### src/verilog/mfq_pkg.sv
// constants and carrier types of the message frame queue unit
// assumes one 250 MHz core clock and a sampled host link clock
//
// How it works
// RULE1: host ports sit at 40h and 44h
// RULE2: four frame queues live in SDRAM
// RULE3: frame values opaque; all-ones means invalid
// RULE4: one queue size from control bits 12:10
// RULE5: hardware keeps four of eight pointers
// RULE6: core sets up inbound queues and counts
// RULE7: host inbound read pops inbound free head
// RULE8: host inbound write posts, bumps post count
// RULE9: core interrupt after write lands, masked
// RULE10: core interrupt held while posts remain
// RULE11: core decrements inbound post count per pop
// RULE12: core returns frames, bumps inbound free count
// RULE13: core sets outbound pointers, host fills free
// RULE14: core posts replies, bumps outbound post count
// RULE15: pci interrupt while outbound posts, unless masked
// RULE16: host outbound read pops post head, decrements
// RULE17: host outbound write appends to outbound free
// RULE18: inbound carries requests, outbound carries replies
// RULE19: all frames start on free queues
// RULE20: pointers step one word, wrap at size
// RULE21: empty read returns all-ones, changes nothing
package mfq_pkg;
   localparam logic [7:0] HOST_IN_PORT = 8'h40;
   localparam logic [7:0] HOST_OUT_PORT = 8'h44;
   localparam logic [7:0] REG_SYSTEM_CONTROL = 8'h00;
   localparam logic [7:0] REG_INB_FREE_HEAD = 8'h04;
   localparam logic [7:0] REG_INB_POST_TAIL = 8'h08;
   localparam logic [7:0] REG_OUTB_FREE_TAIL = 8'h0C;
   localparam logic [7:0] REG_OUTB_POST_HEAD = 8'h10;
   localparam logic [7:0] REG_INB_FREE_COUNT = 8'h14;
   localparam logic [7:0] REG_INB_POST_COUNT = 8'h18;
   localparam logic [7:0] REG_OUTB_POST_COUNT = 8'h1C;
   localparam logic [7:0] REG_OUTB_IRQ_MASK = 8'h20;
   localparam logic [7:0] REG_CORE_IRQ_MASK = 8'h24;
   localparam int QSIZE_LSB = 10;
   localparam int QSIZE_MSB = 12;
   localparam logic [31:0] QBYTES_MIN = 32'h0000_1000;
   localparam logic [31:0] ENTRY_BYTES = 32'h0000_0004;
   localparam logic [31:0] INVALID_FRAME = 32'hFFFF_FFFF;
   localparam logic [31:0] ZERO_WORD = 32'h0000_0000;
   localparam logic [31:0] ONE_WORD = 32'h0000_0001;

   typedef enum logic [1:0] {
      MFQ_IDLE = 2'b00,
      MFQ_MEM = 2'b01,
      MFQ_DONE = 2'b10
   } mfq_state_t;

   typedef struct packed {
      logic req;
      logic we;
      logic [7:0] addr;
      logic [31:0] wdata;
   } mfq_host_req_t;

   typedef struct packed {
      logic sel;
      logic we;
      logic [7:0] addr;
      logic [31:0] wdata;
   } mfq_core_req_t;

   typedef struct packed {
      logic valid;
      logic we;
      logic [31:0] addr;
      logic [31:0] wdata;
   } mfq_mem_req_t;
endpackage

### src/verilog/mfq_sync.sv
// two-flop synchroniser for levels from another clock domain
// assumes multi-bit words are held stable while sampled
`timescale 1ns/1ps
`default_nettype none
module mfq_sync #(
   parameter int WIDTH = 1
) (
   input wire logic clk_i, // sampling clock
   input wire logic reset_i, // synchronous, active high
   input wire logic [WIDTH-1:0] async_i, // foreign level
   output logic [WIDTH-1:0] sync_o // synchronised level
);
   logic [WIDTH-1:0] meta_reg;
   logic [WIDTH-1:0] meta_next;
   logic [WIDTH-1:0] sync_reg;
   logic [WIDTH-1:0] sync_next;

   always_comb begin
      meta_next = async_i;
      sync_next = meta_reg;
      if (reset_i) begin
         meta_next = '0;
         sync_next = '0;
      end
   end

   always_ff @(posedge clk_i) begin
      meta_reg <= meta_next;
      sync_reg <= sync_next;
   end

   assign sync_o = sync_reg;
endmodule // mfq_sync
`default_nettype wire

### src/verilog/mfq_top.sv
// message frame queue unit: host ports, core registers, SDRAM side
// assumes host holds request and data stable until it sees ack
`timescale 1ns/1ps
`default_nettype none
module mfq_top (
   input wire logic core_clk_i, // 250 MHz core clock
   input wire logic reset_i, // synchronous, active high
   input wire logic pci_clk_i, // host link clock, sampled
   input wire mfq_pkg::mfq_host_req_t host_req_i, // host port request
   output logic host_ack_o, // host request done
   output logic [31:0] host_rdata_o, // host read data
   input wire mfq_pkg::mfq_core_req_t core_req_i, // core register access
   output logic core_ack_o, // core access pulse
   output logic [31:0] core_rdata_o, // core read data
   output mfq_pkg::mfq_mem_req_t mem_req_o, // SDRAM request
   input wire logic mem_ack_i, // SDRAM done pulse
   input wire logic [31:0] mem_rdata_i, // SDRAM read data
   output logic core_irq_o, // inbound post interrupt
   output logic pci_int_n_o, // pci interrupt drive level
   output logic pci_int_oe_o // pci interrupt enable
);
   import mfq_pkg::*;

   localparam int HW = $bits(mfq_host_req_t);

   logic [HW-1:0] host_sync;
   logic pclk_sync;
   mfq_host_req_t hreq;

   mfq_sync #(.WIDTH(HW)) u_host_sync (
      .clk_i(core_clk_i),
      .reset_i(reset_i),
      .async_i(host_req_i),
      .sync_o(host_sync)
   );

   mfq_sync #(.WIDTH(1)) u_pclk_sync (
      .clk_i(core_clk_i),
      .reset_i(reset_i),
      .async_i(pci_clk_i),
      .sync_o(pclk_sync)
   );

   assign hreq = host_sync;

   mfq_state_t state_reg, state_next;
   logic pclk_prev_reg, pclk_prev_next;
   logic [31:0] ctrl_reg, ctrl_next;
   logic [31:0] ifh_reg, ifh_next; // inbound free head
   logic [31:0] ipt_reg, ipt_next; // inbound post tail
   logic [31:0] oft_reg, oft_next; // outbound free tail
   logic [31:0] oph_reg, oph_next; // outbound post head
   logic [31:0] ifc_reg, ifc_next; // inbound free count
   logic [31:0] ipc_reg, ipc_next; // inbound post count
   logic [31:0] opc_reg, opc_next; // outbound post count
   logic out_mask_reg, out_mask_next;
   logic core_mask_reg, core_mask_next;
   logic host_ack_reg, host_ack_next;
   logic [31:0] host_rdata_reg, host_rdata_next;
   logic core_ack_reg, core_ack_next;
   logic [31:0] core_rdata_reg, core_rdata_next;
   mfq_mem_req_t mem_reg, mem_next;
   logic core_irq_reg, core_irq_next;
   logic pci_oe_reg, pci_oe_next;
   logic pclk_rise;
   logic [31:0] qmask;

   // step one entry inside the size-aligned queue window
   function automatic logic [31:0] advance(input logic [31:0] ptr, input logic [31:0] m);
      logic [31:0] stepped;
      stepped = ptr + ENTRY_BYTES;
      return (ptr & ~m) | (stepped & m); // [RULE20]
   endfunction

   assign pclk_rise = pclk_sync & ~pclk_prev_reg;
   assign qmask = (QBYTES_MIN << ctrl_reg[QSIZE_MSB:QSIZE_LSB]) - ONE_WORD; // [RULE4]

   always_comb begin
      state_next = state_reg;
      pclk_prev_next = pclk_sync;
      ctrl_next = ctrl_reg;
      ifh_next = ifh_reg;
      ipt_next = ipt_reg;
      oft_next = oft_reg;
      oph_next = oph_reg;
      ifc_next = ifc_reg;
      ipc_next = ipc_reg;
      opc_next = opc_reg;
      out_mask_next = out_mask_reg;
      core_mask_next = core_mask_reg;
      host_ack_next = host_ack_reg;
      host_rdata_next = host_rdata_reg;
      core_ack_next = 1'b0;
      core_rdata_next = core_rdata_reg;
      mem_next = mem_reg;

      // host side sequencer; frame values pass through untouched [RULE3]
      unique case (state_reg)
         MFQ_IDLE: begin
            if (pclk_rise && hreq.req) begin
               if (hreq.addr == HOST_IN_PORT) begin // [RULE1]
                  if (hreq.we) begin
                     mem_next = '{valid: 1'b1, we: 1'b1, addr: ipt_reg, wdata: hreq.wdata}; // [RULE8] [RULE2] [RULE18]
                     state_next = MFQ_MEM;
                  end else if (ifc_reg != ZERO_WORD) begin
                     mem_next = '{valid: 1'b1, we: 1'b0, addr: ifh_reg, wdata: ZERO_WORD}; // [RULE7]
                     state_next = MFQ_MEM;
                  end else begin
                     host_rdata_next = INVALID_FRAME; // [RULE21]
                     host_ack_next = 1'b1;
                     state_next = MFQ_DONE;
                  end
               end else if (hreq.addr == HOST_OUT_PORT) begin // [RULE1]
                  if (hreq.we) begin
                     mem_next = '{valid: 1'b1, we: 1'b1, addr: oft_reg, wdata: hreq.wdata}; // [RULE17]
                     state_next = MFQ_MEM;
                  end else if (opc_reg != ZERO_WORD) begin
                     mem_next = '{valid: 1'b1, we: 1'b0, addr: oph_reg, wdata: ZERO_WORD}; // [RULE16] [RULE18]
                     state_next = MFQ_MEM;
                  end else begin
                     host_rdata_next = INVALID_FRAME; // [RULE21]
                     host_ack_next = 1'b1;
                     state_next = MFQ_DONE;
                  end
               end else begin
                  host_rdata_next = ZERO_WORD;
                  host_ack_next = 1'b1;
                  state_next = MFQ_DONE;
               end
            end
         end
         MFQ_MEM: begin
            if (mem_ack_i) begin
               mem_next.valid = 1'b0;
               host_ack_next = 1'b1;
               state_next = MFQ_DONE;
               if (!mem_reg.we) begin
                  host_rdata_next = mem_rdata_i;
               end
               // pointers and counts move only once SDRAM has finished
               if (hreq.addr == HOST_IN_PORT) begin
                  if (mem_reg.we) begin
                     ipt_next = advance(ipt_reg, qmask); // [RULE20]
                     ipc_next = ipc_reg + ONE_WORD; // [RULE8] [RULE9]
                  end else begin
                     ifh_next = advance(ifh_reg, qmask); // [RULE7]
                     ifc_next = ifc_reg - ONE_WORD; // [RULE7]
                  end
               end else begin
                  if (mem_reg.we) begin
                     oft_next = advance(oft_reg, qmask); // [RULE17]
                  end else begin
                     oph_next = advance(oph_reg, qmask); // [RULE16]
                     opc_next = opc_reg - ONE_WORD; // [RULE16]
                  end
               end
            end
         end
         MFQ_DONE: begin
            if (!hreq.req) begin
               host_ack_next = 1'b0;
               state_next = MFQ_IDLE;
            end
         end
         default: begin
            state_next = MFQ_IDLE;
         end
      endcase

      // core register port; count writes adjust by one, on top of host moves
      if (core_req_i.sel) begin
         core_ack_next = 1'b1;
         if (core_req_i.we) begin
            unique case (core_req_i.addr)
               REG_SYSTEM_CONTROL: ctrl_next = core_req_i.wdata;
               REG_INB_FREE_HEAD: ifh_next = core_req_i.wdata; // [RULE5] [RULE6]
               REG_INB_POST_TAIL: ipt_next = core_req_i.wdata; // [RULE5] [RULE6]
               REG_OUTB_FREE_TAIL: oft_next = core_req_i.wdata; // [RULE5] [RULE13]
               REG_OUTB_POST_HEAD: oph_next = core_req_i.wdata; // [RULE5] [RULE13]
               REG_INB_FREE_COUNT: ifc_next = ifc_next + ONE_WORD; // [RULE6] [RULE12]
               REG_INB_POST_COUNT: ipc_next = ipc_next - ONE_WORD; // [RULE11]
               REG_OUTB_POST_COUNT: opc_next = opc_next + ONE_WORD; // [RULE14]
               REG_OUTB_IRQ_MASK: out_mask_next = core_req_i.wdata[0];
               REG_CORE_IRQ_MASK: core_mask_next = core_req_i.wdata[0];
               default: core_rdata_next = core_rdata_reg;
            endcase
         end else begin
            unique case (core_req_i.addr)
               REG_SYSTEM_CONTROL: core_rdata_next = ctrl_reg;
               REG_INB_FREE_HEAD: core_rdata_next = ifh_reg;
               REG_INB_POST_TAIL: core_rdata_next = ipt_reg;
               REG_OUTB_FREE_TAIL: core_rdata_next = oft_reg;
               REG_OUTB_POST_HEAD: core_rdata_next = oph_reg;
               REG_INB_FREE_COUNT: core_rdata_next = ifc_reg;
               REG_INB_POST_COUNT: core_rdata_next = ipc_reg;
               REG_OUTB_POST_COUNT: core_rdata_next = opc_reg;
               REG_OUTB_IRQ_MASK: core_rdata_next = {31'h0000_0000, out_mask_reg};
               REG_CORE_IRQ_MASK: core_rdata_next = {31'h0000_0000, core_mask_reg};
               default: core_rdata_next = ZERO_WORD;
            endcase
         end
      end

      core_irq_next = (ipc_reg != ZERO_WORD) && core_mask_reg; // [RULE9] [RULE10]
      pci_oe_next = (opc_reg != ZERO_WORD) && !out_mask_reg; // [RULE15]

      if (reset_i) begin
         state_next = MFQ_IDLE;
         pclk_prev_next = 1'b0;
         ctrl_next = ZERO_WORD;
         ifh_next = ZERO_WORD;
         ipt_next = ZERO_WORD;
         oft_next = ZERO_WORD;
         oph_next = ZERO_WORD;
         ifc_next = ZERO_WORD;
         ipc_next = ZERO_WORD; // [RULE19]
         opc_next = ZERO_WORD; // [RULE19]
         out_mask_next = 1'b0;
         core_mask_next = 1'b0;
         host_ack_next = 1'b0;
         host_rdata_next = ZERO_WORD;
         core_ack_next = 1'b0;
         core_rdata_next = ZERO_WORD;
         mem_next = '0;
         core_irq_next = 1'b0;
         pci_oe_next = 1'b0;
      end
   end

   always_ff @(posedge core_clk_i) begin
      state_reg <= state_next;
      pclk_prev_reg <= pclk_prev_next;
      ctrl_reg <= ctrl_next;
      ifh_reg <= ifh_next;
      ipt_reg <= ipt_next;
      oft_reg <= oft_next;
      oph_reg <= oph_next;
      ifc_reg <= ifc_next;
      ipc_reg <= ipc_next;
      opc_reg <= opc_next;
      out_mask_reg <= out_mask_next;
      core_mask_reg <= core_mask_next;
      host_ack_reg <= host_ack_next;
      host_rdata_reg <= host_rdata_next;
      core_ack_reg <= core_ack_next;
      core_rdata_reg <= core_rdata_next;
      mem_reg <= mem_next;
      core_irq_reg <= core_irq_next;
      pci_oe_reg <= pci_oe_next;
   end

   assign host_ack_o = host_ack_reg;
   assign host_rdata_o = host_rdata_reg;
   assign core_ack_o = core_ack_reg;
   assign core_rdata_o = core_rdata_reg;
   assign mem_req_o = mem_reg;
   assign core_irq_o = core_irq_reg;
   assign pci_int_oe_o = pci_oe_reg;
   assign pci_int_n_o = 1'b0; // open drain: only ever pulls low
endmodule // mfq_top
`default_nettype wire
### config.mk
export PLATFORM = sky130hd
export DESIGN_NAME = mfq_top
export DESIGN_NICKNAME = d
export VERILOG_FILES = /design/src/verilog/mfq_pkg.sv /design/src/verilog/mfq_sync.sv /design/src/verilog/mfq_top.sv
export SDC_FILE = /design/constraint.sdc
export NUM_CORES = 1
export LEC_CHECK = 0
export BUFFER_PORTS_ARGS = -buffer_cell sky130_fd_sc_hd__clkbuf_2
export CORE_MARGIN = 2
export CORE_UTILIZATION = 50
export DETAILED_ROUTE_END_ITERATION = 16
export MAX_ROUTING_LAYER = met4
export PLACE_DENSITY = 0.79
export SLEW_MARGIN = 20
export SYNTH_ARGS = -nofsm -noshare
export SYNTH_HDL_FRONTEND = slang
export SYNTH_SLANG_ARGS = --single-unit
### constraint.sdc
create_clock -name core_clk_i -period 4.7 [get_ports core_clk_i]
set_input_delay 0.235 -clock core_clk_i [delete_from_list [all_inputs] [get_ports core_clk_i]]
set_output_delay 0.235 -clock core_clk_i [all_outputs]
set_load 0.03 [all_outputs]
[Word-level counts from Yosys, hierarchy flattened]
Index checks and enable logic that the tools add are counted.
Word-level totals
  output and inout port bits: 135
  register bits: 481
  input port bits: 120
  logic and storage cells: 191
Cells by class
  eq/ne operators: 25
  shift operators: 1
  reduce and logical (&&, ||, !) cells: 22
  bitwise logic cells: 16
  add/subtract/negate cells: 11
  muxes and demuxes: 90
Operators with widths (number)
  $mux 32: 58
  $mux 66: 7
  $pmux 32 s10: 1
  $and 32x32->32: 8
  $add 32x3->32 const B: 4
  $or 32x32->32: 4
  $sub 32x1->32 const B: 4
  $add 32x1->32 const B: 3
  $reduce_bool 32->1: 3
  $pmux 32 s2: 1
  $eq 8x5->1 const B: 4
  $not 32->32: 1
  $shl 13x3->32 const A: 1
  $mux 2: 9
  $eq 8x4->1 const B: 2
  $eq 8x6->1 const B: 2
  $eq 8x7->1 const B: 2
  $reduce_and 8->1: 2
  $ne 3x3->1 const B: 4
  $reduce_and 3->1: 4
  $mux 1: 11
  $eq 8x3->1 const B: 1
  $logic_not 8->1: 1
  $ne 2x2->1 const B: 4
  18 further kinds: 24

[Logic depth before layout (Yosys ltp)]
Gate-level depths: netlist of the first run.
  depth after elaboration: 12
  depth in mapped cells: 15
  depth with buffers taken out: 11

[By module]
From an unflattened synthesis of the first run, not the netlist that was laid out.
Unflattened totals
  cells, all modules: 3005
  area, all modules: 24614.9 um^2
Modules (own cells, without submodules)
  mfq_top: area each 22270.1 um^2, cells an instance 2824, seq. area each 7907.6 um^2, times used 1
  mfq_sync (u_host_sync): area each 2292.2 um^2, cells an instance 177, seq. area each 1681.6 um^2, times used 1
  mfq_sync (u_pclk_sync): area each 52.6 um^2, cells an instance 4, seq. area each 40.0 um^2, times used 1

[Least setup slack after synthesis of the first run]
No wires, ideal clock.
  kind: register -> register
  from: reg u_host_sync.sync_reg[37], in the netlist u_host_sync.sync_o[37]
  to: reg ipc_reg[29]
  buffers on the path: 3
  path slack: 1.012 ns
  required time: 4.579 ns
  library setup time: 0.121 ns
  arrival: 3.568 ns
  cell stages (with the launch flop): 12
  clock period less this slack: 3.688 ns
  cell sequence: dfxtp_1 -> or4b_4 -> buf_6 -> or4_1 -> clkbuf_1 -> nor3_1 -> mux2i_1 -> nor2_1 -> or3_1 -> clkbuf_1 -> nor4_1 -> mux2_2
Between the ends
  longest elaborated chain between the ends: 8
RTL lines
  start, declared: RTL line mfq_sync.sv:15  | logic [WIDTH-1:0] sync_reg;
  start signal, assigned: RTL line mfq_sync.sv:29  | sync_reg <= sync_next;
  $eq 8x7->1 *: RTL line mfq_top.sv:141  | if (hreq.addr == HOST_IN_PORT) begin
  $mux 32 *: RTL line mfq_top.sv:141
  $mux 32 *: RTL line mfq_top.sv:133  | if (mem_ack_i) begin
  $mux 32 *: RTL line mfq_top.sv:98  | unique case (state_reg)
  $sub 32x1->32: RTL line mfq_top.sv:181  | REG_INB_POST_COUNT: ipc_next = ipc_next - ONE_WORD;
  $mux 32: RTL line mfq_top.sv:174  | unique case (core_req_i.addr)
  $mux 32: RTL line mfq_top.sv:173  | if (core_req_i.we) begin
  $mux 32 *: RTL line mfq_top.sv:171  | if (core_req_i.sel) begin
  end signal, assigned: RTL line mfq_top.sv:239  | ipc_reg <= ipc_next;
  end, declared: RTL line mfq_top.sv:54  | logic [31:0] ipc_reg, ipc_next;
Every way passes the cells marked *; elsewhere a longest branch is shown, timed or not.
A chain may end at the register's enable or synchronous reset.

[Worst setup path in the final report of the first run]
  from: reg u_host_sync.sync_reg[37], in the netlist u_host_sync.sync_o[37]
  to: reg ipc_reg[28]
Same word-level chain as after synthesis.

==> results of run 1 <==
-- cell families after synthesis --
kind of cell	count (synthesis)	synth area share, %
XOR/XNOR	197	7.11
AND/OR/NAND/NOR	1361	28.1
AO/OA/AOI/OAI	587	15.8
multiplexers	66	4.46
flip-flops	481	39.7
adder cells (fa/ha/maj)	12	0.619
buffers and inverters	264	4.19
other	1	0.0155
-- routing by layer --
| layer | share of wire (%) | up-vias | track usage (%) |
|---|---|---|---|
| met3 | 10 | 424 | 8.90 |
| met5 | 0 | - | - |
| li1 | - | 11200 | - |
| met2 | 45 | 1589 | 58.3 |
| met4 | 7.4 | 0 | 23.7 |
| met1 | 38 | 12000 | 44.1 |
-- worst max-delay path by stage --
| stage | startpoint | end | slack, ns | cells after the start |
|---|---|---|---|---|
| floorplan | u_host_sync.sync_o[37] | ipc_reg[29] | 1.01 | 11 |
| global placement | u_host_sync.sync_o[37] | ipc_reg[28] | 0.55 | 8 |
| detailed placement | u_host_sync.sync_o[37] | ipc_reg[28] | 0.52 | 8 |
| CTS | u_host_sync.sync_o[37] | ipc_reg[28] | 0.46 | 8 |
| global route | u_host_sync.sync_o[37] | ipc_reg[28] | 0.23 | 8 |
| finish | u_host_sync.sync_o[37] | ipc_reg[28] | 0.41 | 8 |
-- layout make-up --
class / instances / area, um^2 / share of cell area, %
Inverter: 28 / 105 / 0.363
Multi-Input combinational cell: 2224 / 13700 / 47.3
Clock inverter: 25 / 358 / 1.23
Sequential cell: 481 / 9630 / 33.2
Clock buffer: 71 / 1500 / 5.19
Antenna cell: 7 / 17.5 / 0.0604
Tap cell: 615 / 769 / 2.66
Timing Repair Buffer: 425 / 2880 / 9.94
-- metrics by stage --
stage               worst slack, ns  area [um^2]
floorplan                      1.01        24300
global placement              0.555        26000
detailed placement            0.517        26000
CTS                           0.464        29000
global route                  0.229        29000
finish                        0.405        29000
-- cells in the final DEF (no fill, tap or decap), types with 13 or more instances in the layout --
cell type / n
dfxtp_1: 480
nand2_1: 379
nor2_1: 273
clkbuf_2: 252
a21oi_1: 211
a22oi_1: 159
nor3_1: 117
xnor2_1: 116
dlygate4sd3_1: 109
nand4_1: 96
nor2b_1: 96
nand3_1: 95
xor2_1: 81
nor4_1: 74
a211oi_1: 71
buf_4: 59
clkbuf_16: 53
o21ai_0: 44
or3_1: 38
and3_1: 32
mux4_2: 32
inv_1: 28
and2_1: 28
or4_1: 19
mux2i_1: 18
or2_2: 16
mux2_2: 15
nand2b_1: 13
-- power by group through the flow --
stage               clock (W)  sequential [W]  combinational (W)
floorplan                   0         0.00422           0.000148
global placement            0         0.00422           0.000274
detailed placement          0         0.00422           0.000281
CTS                   0.00443         0.00413           0.000358
global route          0.00461         0.00414           0.000396
finish                0.00442         0.00414           0.000376
-- Yosys cell counts (5+ instances only) --
library cell and n:
nor2b_1 97, mux2i_1 18, inv_1 28, mux2_2 15, nand4b_1 11, a31oi_1 10
and2_1 28, or2_2 16, a311oi_1 12, nand4_1 96, a21oi_1 211, buf_1 14
a211oi_1 71, ha_1 12, or4_1 20, nor3b_1 12, buf_2 5, and3_1 32
nand3_1 95, dfxtp_1 481, nand2b_1 13, xnor2_1 116, o31a_1 9, nor3_1 122
or3_1 38, nor2_1 275, o21ai_0 44, nand3b_1 5, a22oi_1 159, nor4bb_1 6
nor4_1 81, and4_1 11, o21a_1 5, o31ai_1 7, mux4_2 32, xor2_1 81
clkbuf_1 214, nand2_1 381, o211ai_1 11
-- worst reg2reg max path, stage by stage, from the launching register on --
cell     delay, ns
dfxtp_1       0.32
or4b_4        0.70
or4_1         0.84
nor2_1        0.58
and3_1        0.33
o21ai_1       0.14
or3_1         0.54
nor4_1        0.34
mux2_2        0.37
==> results.toml, run 1 <==
[logic_synthesis]
synth_seq_cells = 481
syn_nets = 3101
ys_types = 80
ys_async_sr_fraction_pct = 0
syn_area_um2 = 24300
ys.flop_type = "dfxtp_1"
synth_cells = 2969
synth_area_leader_cell = "dfxtp_1"
yosysTopAreaCellShare_pct = 39.7
ys_top_cells_by_area = "dfxtp_1 (40%), nand2_1 (5.9%), a22oi_1 (4.9%)"
synth_warnings = 0
synth-seq-area-share_pct = 39.7
avgSynthCellArea_um2 = 8.17
synth_edf_count = 0

[detailed_routing]
vias = 25100
drc = 0
drt_first_iter_violations = 3103
vias_per_cell = 6.48
routedWlPerCell_um = 24.4
firstDrtPassIters = 7
ant_nets = 0
finalWirelength_mm = 94.7

[min_path]
holdPathStages = 4
min_to = "core_rdata_o[24]"
min-delay-start = "core_req_i[32]"
holdCritPathClass = "input pin to register"

[power_and_ir_drop]
p_int_w = 0.00686
irDropWorstVdd_v = 0.000323
switching_share_pct = 23.2
p_clk_share_pct = 49.5
p_switching_w = 0.00207
power_density_nw_per_um2 = 308
leakagePower_nw = 10.6
p_seq_share_pct = 46.3
power_w = 0.00893
p_comb_share_pct = 4.2

[floorplanning]
io_pins = 255
die_h_um = 224
start_util_pct = 50.7
die_w_um = 224
rows = 80
core-area_um2 = 47800
die_area_um2 = 50300

[global_route]
antenna_found_initial = 7
grt_pass1_wl_mm = 143
grt_pass1_vias = 24100
grt-ovfl-total = 0
grt_usage_pct = 37.6
grt_max_degree = 183

[timing]
hold_slack_ns = 0.169
period_minus_slack_ns = 4.29
hold_violations = 0
worstMarginPinSlew_ns = 1.04
grt_setup_unrepaired = "false"
fin_crit_sh_pct = 91.4
fin_tns_setup_ns = 0
fmax_mhz = 233
finalSetupViolCount = 0
drv_slew = 0
finClkSkew_ns = 0.0387
slew_headroom_pct = 30.4

[status]
status = "finished clean"

[clocking]
cts_buffers = 53
cts-root-buf = "clkbuf_16"
cts-resized-gates = 0
clock_latency_ns = 0.63
clock_path_buffers = 3
clk_pin_slew_ns = 0.06
clock_sinks = 481
postCtsHoldBufs = 109
cts_setup_buffers = 0
h-tree-depth = 2
cts_tree = "done"

[run]
drv_cap = 0

[setup_path]
worstPathRequired_ns = 5.18
rrSetupSlack_ns = 0.41
path_cells = "or4b_4 -> or4_1 -> nor2_1 -> and3_1 -> o21ai_1 -> or3_1 -> nor4_1 -> mux2_2"
cp_slowest_cell = "or4_1"
endpoint_kind = "register"
worst-setup-path-type = "register to register"
reg2reg_depth = 8
worstReg2RegStart = "u_host_sync.sync_o[37]"
cp_max_fo = 20
cpPeakStageDelay_ns = 0.83
rr_endpoint = "ipc_reg[28]"
critPathLaunchType = "register"
path_buf_inv = 0
cp_top_family = "simple AND/OR/NAND/NOR gates"
critPathArrivalTime_ns = 4.78

[place]
gp_congestion = 1.06
hpwl_mm = 65.0
dp.cells = 3663
portBuffers = 253

[cells_and_area]
fill_cells = 4020
fin_nets = 3345
final_core_util_pct = 60.6
drive_gt1_share_pct = 15.4
largest_register_ffs = 66
area_delta_synth_final_pct = 19.4
final_cells = 3876
Note: power is estimated with default switching activity, not from simulation.
==> inputs of run 2 (changes only) <==
BUFFER_PORTS_ARGS = unset   (was -buffer_cell sky130_fd_sc_hd__clkbuf_2)
CORE_ASPECT_RATIO = 1.1   (was unset)
DONT_BUFFER_PORTS = 1   (was unset)
MAX_ROUTING_LAYER = unset   (was met4)
PLACE_DENSITY = 0.75   (was 0.79)
==> results.toml, run 2 (synthesis gave the netlist of run 1 again) <==
[power_and_ir_drop]
leakagePower_nw = 10.7
power_density_nw_per_um2 = 292
p_comb_share_pct = 3.3
power_w = 0.00861
p_seq_share_pct = 48.2
p_switching_w = 0.00199
p_int_w = 0.00662
irDropWorstVdd_v = 0.000337
p_clk_share_pct = 48.6
switching_share_pct = 23.2

[detailed_routing]
firstDrtPassIters = 8
finalWirelength_mm = 93.2
vias = 24800
vias_per_cell = 6.48
drc = 0
ant_nets = 0
routedWlPerCell_um = 24.4
drt_first_iter_violations = 3256

[cells_and_area]
fin_nets = 3271
drive_gt1_share_pct = 7.47
layout_commonest_cell = "dfxtp_1"
area_delta_synth_final_pct = 21.4
layout_common_cells = "dfxtp_1 (480), nand2_1 (375), dlygate4sd3_1 (297)"
largest_register_ffs = 66
seq_area_um2 = 9630
multiInputGateArea_um2 = 13800
fill_cells = 3967

[floorplanning]
core-area_um2 = 47800
die_w_um = 214
io_pins = 255
die_area_um2 = 50300
start_util_pct = 50.7
rows = 84
die_h_um = 235

[timing]
finalSetupViolCount = 0
finClkSkew_ns = 0.0440
drv_slew = 79
grt_setup_unrepaired = "false"
slew_headroom_pct = -6.83
fmax_mhz = 224
period_minus_slack_ns = 4.47
hold_violations = 0
fin_tns_setup_ns = 0
fin_crit_sh_pct = 95.2
worstMarginPinSlew_ns = 1.60

[setup_path]
path_cells = "nand4bb_1 -> or4_4 -> buf_4 -> nor4_1 -> mux2_2 -> a22o_1 -> and4_1 -> a41oi_1 -> nor3_1 -> dlygate4sd3_1"
worst-setup-path-type = "register to register"
cp_max_fo = 32
cpPeakStageDelay_ns = 0.81
worstPathRequired_ns = 5.19
cp_slowest_cell = "or4_4"
critPathArrivalTime_ns = 4.96
endpoint_kind = "register"
critPathLaunchType = "register"
cp-startpoint = "state_reg[0]"
cp_top_family = "simple AND/OR/NAND/NOR gates"
worstReg2RegStart = "state_reg[0]"
path_buf_inv = 2

[global_route]
antenna_found_initial = 7
grt_pass1_vias = 24300
grt_pass1_wl_mm = 142
grt-ovfl-total = 0
grt_usage_pct = 35.8
grt_max_degree = 264

[clocking]
clock_latency_ns = 0.64
cts_tree = "done"
cts-root-buf = "clkbuf_16"
clock_sinks = 481
h-tree-depth = 2
clk_pin_slew_ns = 0.06
clock_path_buffers = 3
cts_buffers = 50

[place]
gp_congestion = 1.02
hpwl_mm = 60.1
portBuffers = 0

[run]
drv_cap = 0

[min_path]
holdCritPathClass = "input pin to register"
min-delay-start = "core_req_i[33]"

[status]
status = "finished with violations"
violations = "slew limit"
## run 2: path summary, 6_finish.rpt
kind                            endpoint  slack (ns)  depth (start not counted)
setup / recovery             ifc_reg[31]        0.23                         10
hold reg to reg   u_host_sync.sync_o[30]        0.44                          1
hold / removal          core_rdata_o[25]        0.21                          4
setup reg to reg             ifc_reg[31]        0.23                         10
## run 2: final cells by class
| type | count | share of cell area (%) |
|---|---|---|
| clock inverters | 22 | 1.10 |
| flip-flops and latches | 481 | 32.7 |
| well taps | 645 | 2.74 |
| inverters | 28 | 0.357 |
| repair buffers | 354 | 11.6 |
| diodes | 5 | 0.0425 |
| multi-input cells | 2224 | 46.7 |
| clock buffers | 64 | 4.70 |
## run 2: tightest hold or removal path: stages
cell,delay [ns]
nor3_2,0.02
buf_4,0.26
a22oi_1,0.19
nor2_1,0.05
## run 2: power by group through the flow
stage          Sequential [W]  Clock (W)  Combinational, W
3_3_place_gp          0.00423          0          0.000119
3_5_place_dp          0.00423          0          0.000122
4_1_cts               0.00414    0.00415          0.000268
2_1_floorplan         0.00422          0          0.000148
6_report              0.00415    0.00418          0.000284
5_1_grt               0.00415    0.00434          0.000298
## run 2: stage by stage
stage | std cells | setup slack (ns) | cell area, um^2 | hold WS (ns) | util, %
floorplan | 2969 | 1.01 | 24300 | 0.332 | -
global placement | 3431 | 0.695 | 24700 | 0.332 | 51.6
detailed placement | 3432 | 0.582 | 24700 | 0.336 | 51.6
CTS | 3816 | 0.332 | 29400 | 0.00335 | 61.5
global route | 3822 | 0.0141 | 29400 | 0.153 | 61.6
finish | 3823 | 0.226 | 29400 | 0.210 | 61.6
## run 2: timing repair
item                                    4_1_cts  5_1_grt
hold buffers                                298        0
resized for setup                             0        1
setup buffers                                 0        2
endpoints found under the setup margin        0        3
hold endpoints to repair                    474        0
## run 2: per-layer routing
layer | routed length [um] | track usage [%]
met2 | 43200 | 58.7
met5 | 23 | 0
met3 | 9540 | 8.36
met1 | 33600 | 41.7
met4 | 6840 | 24.2
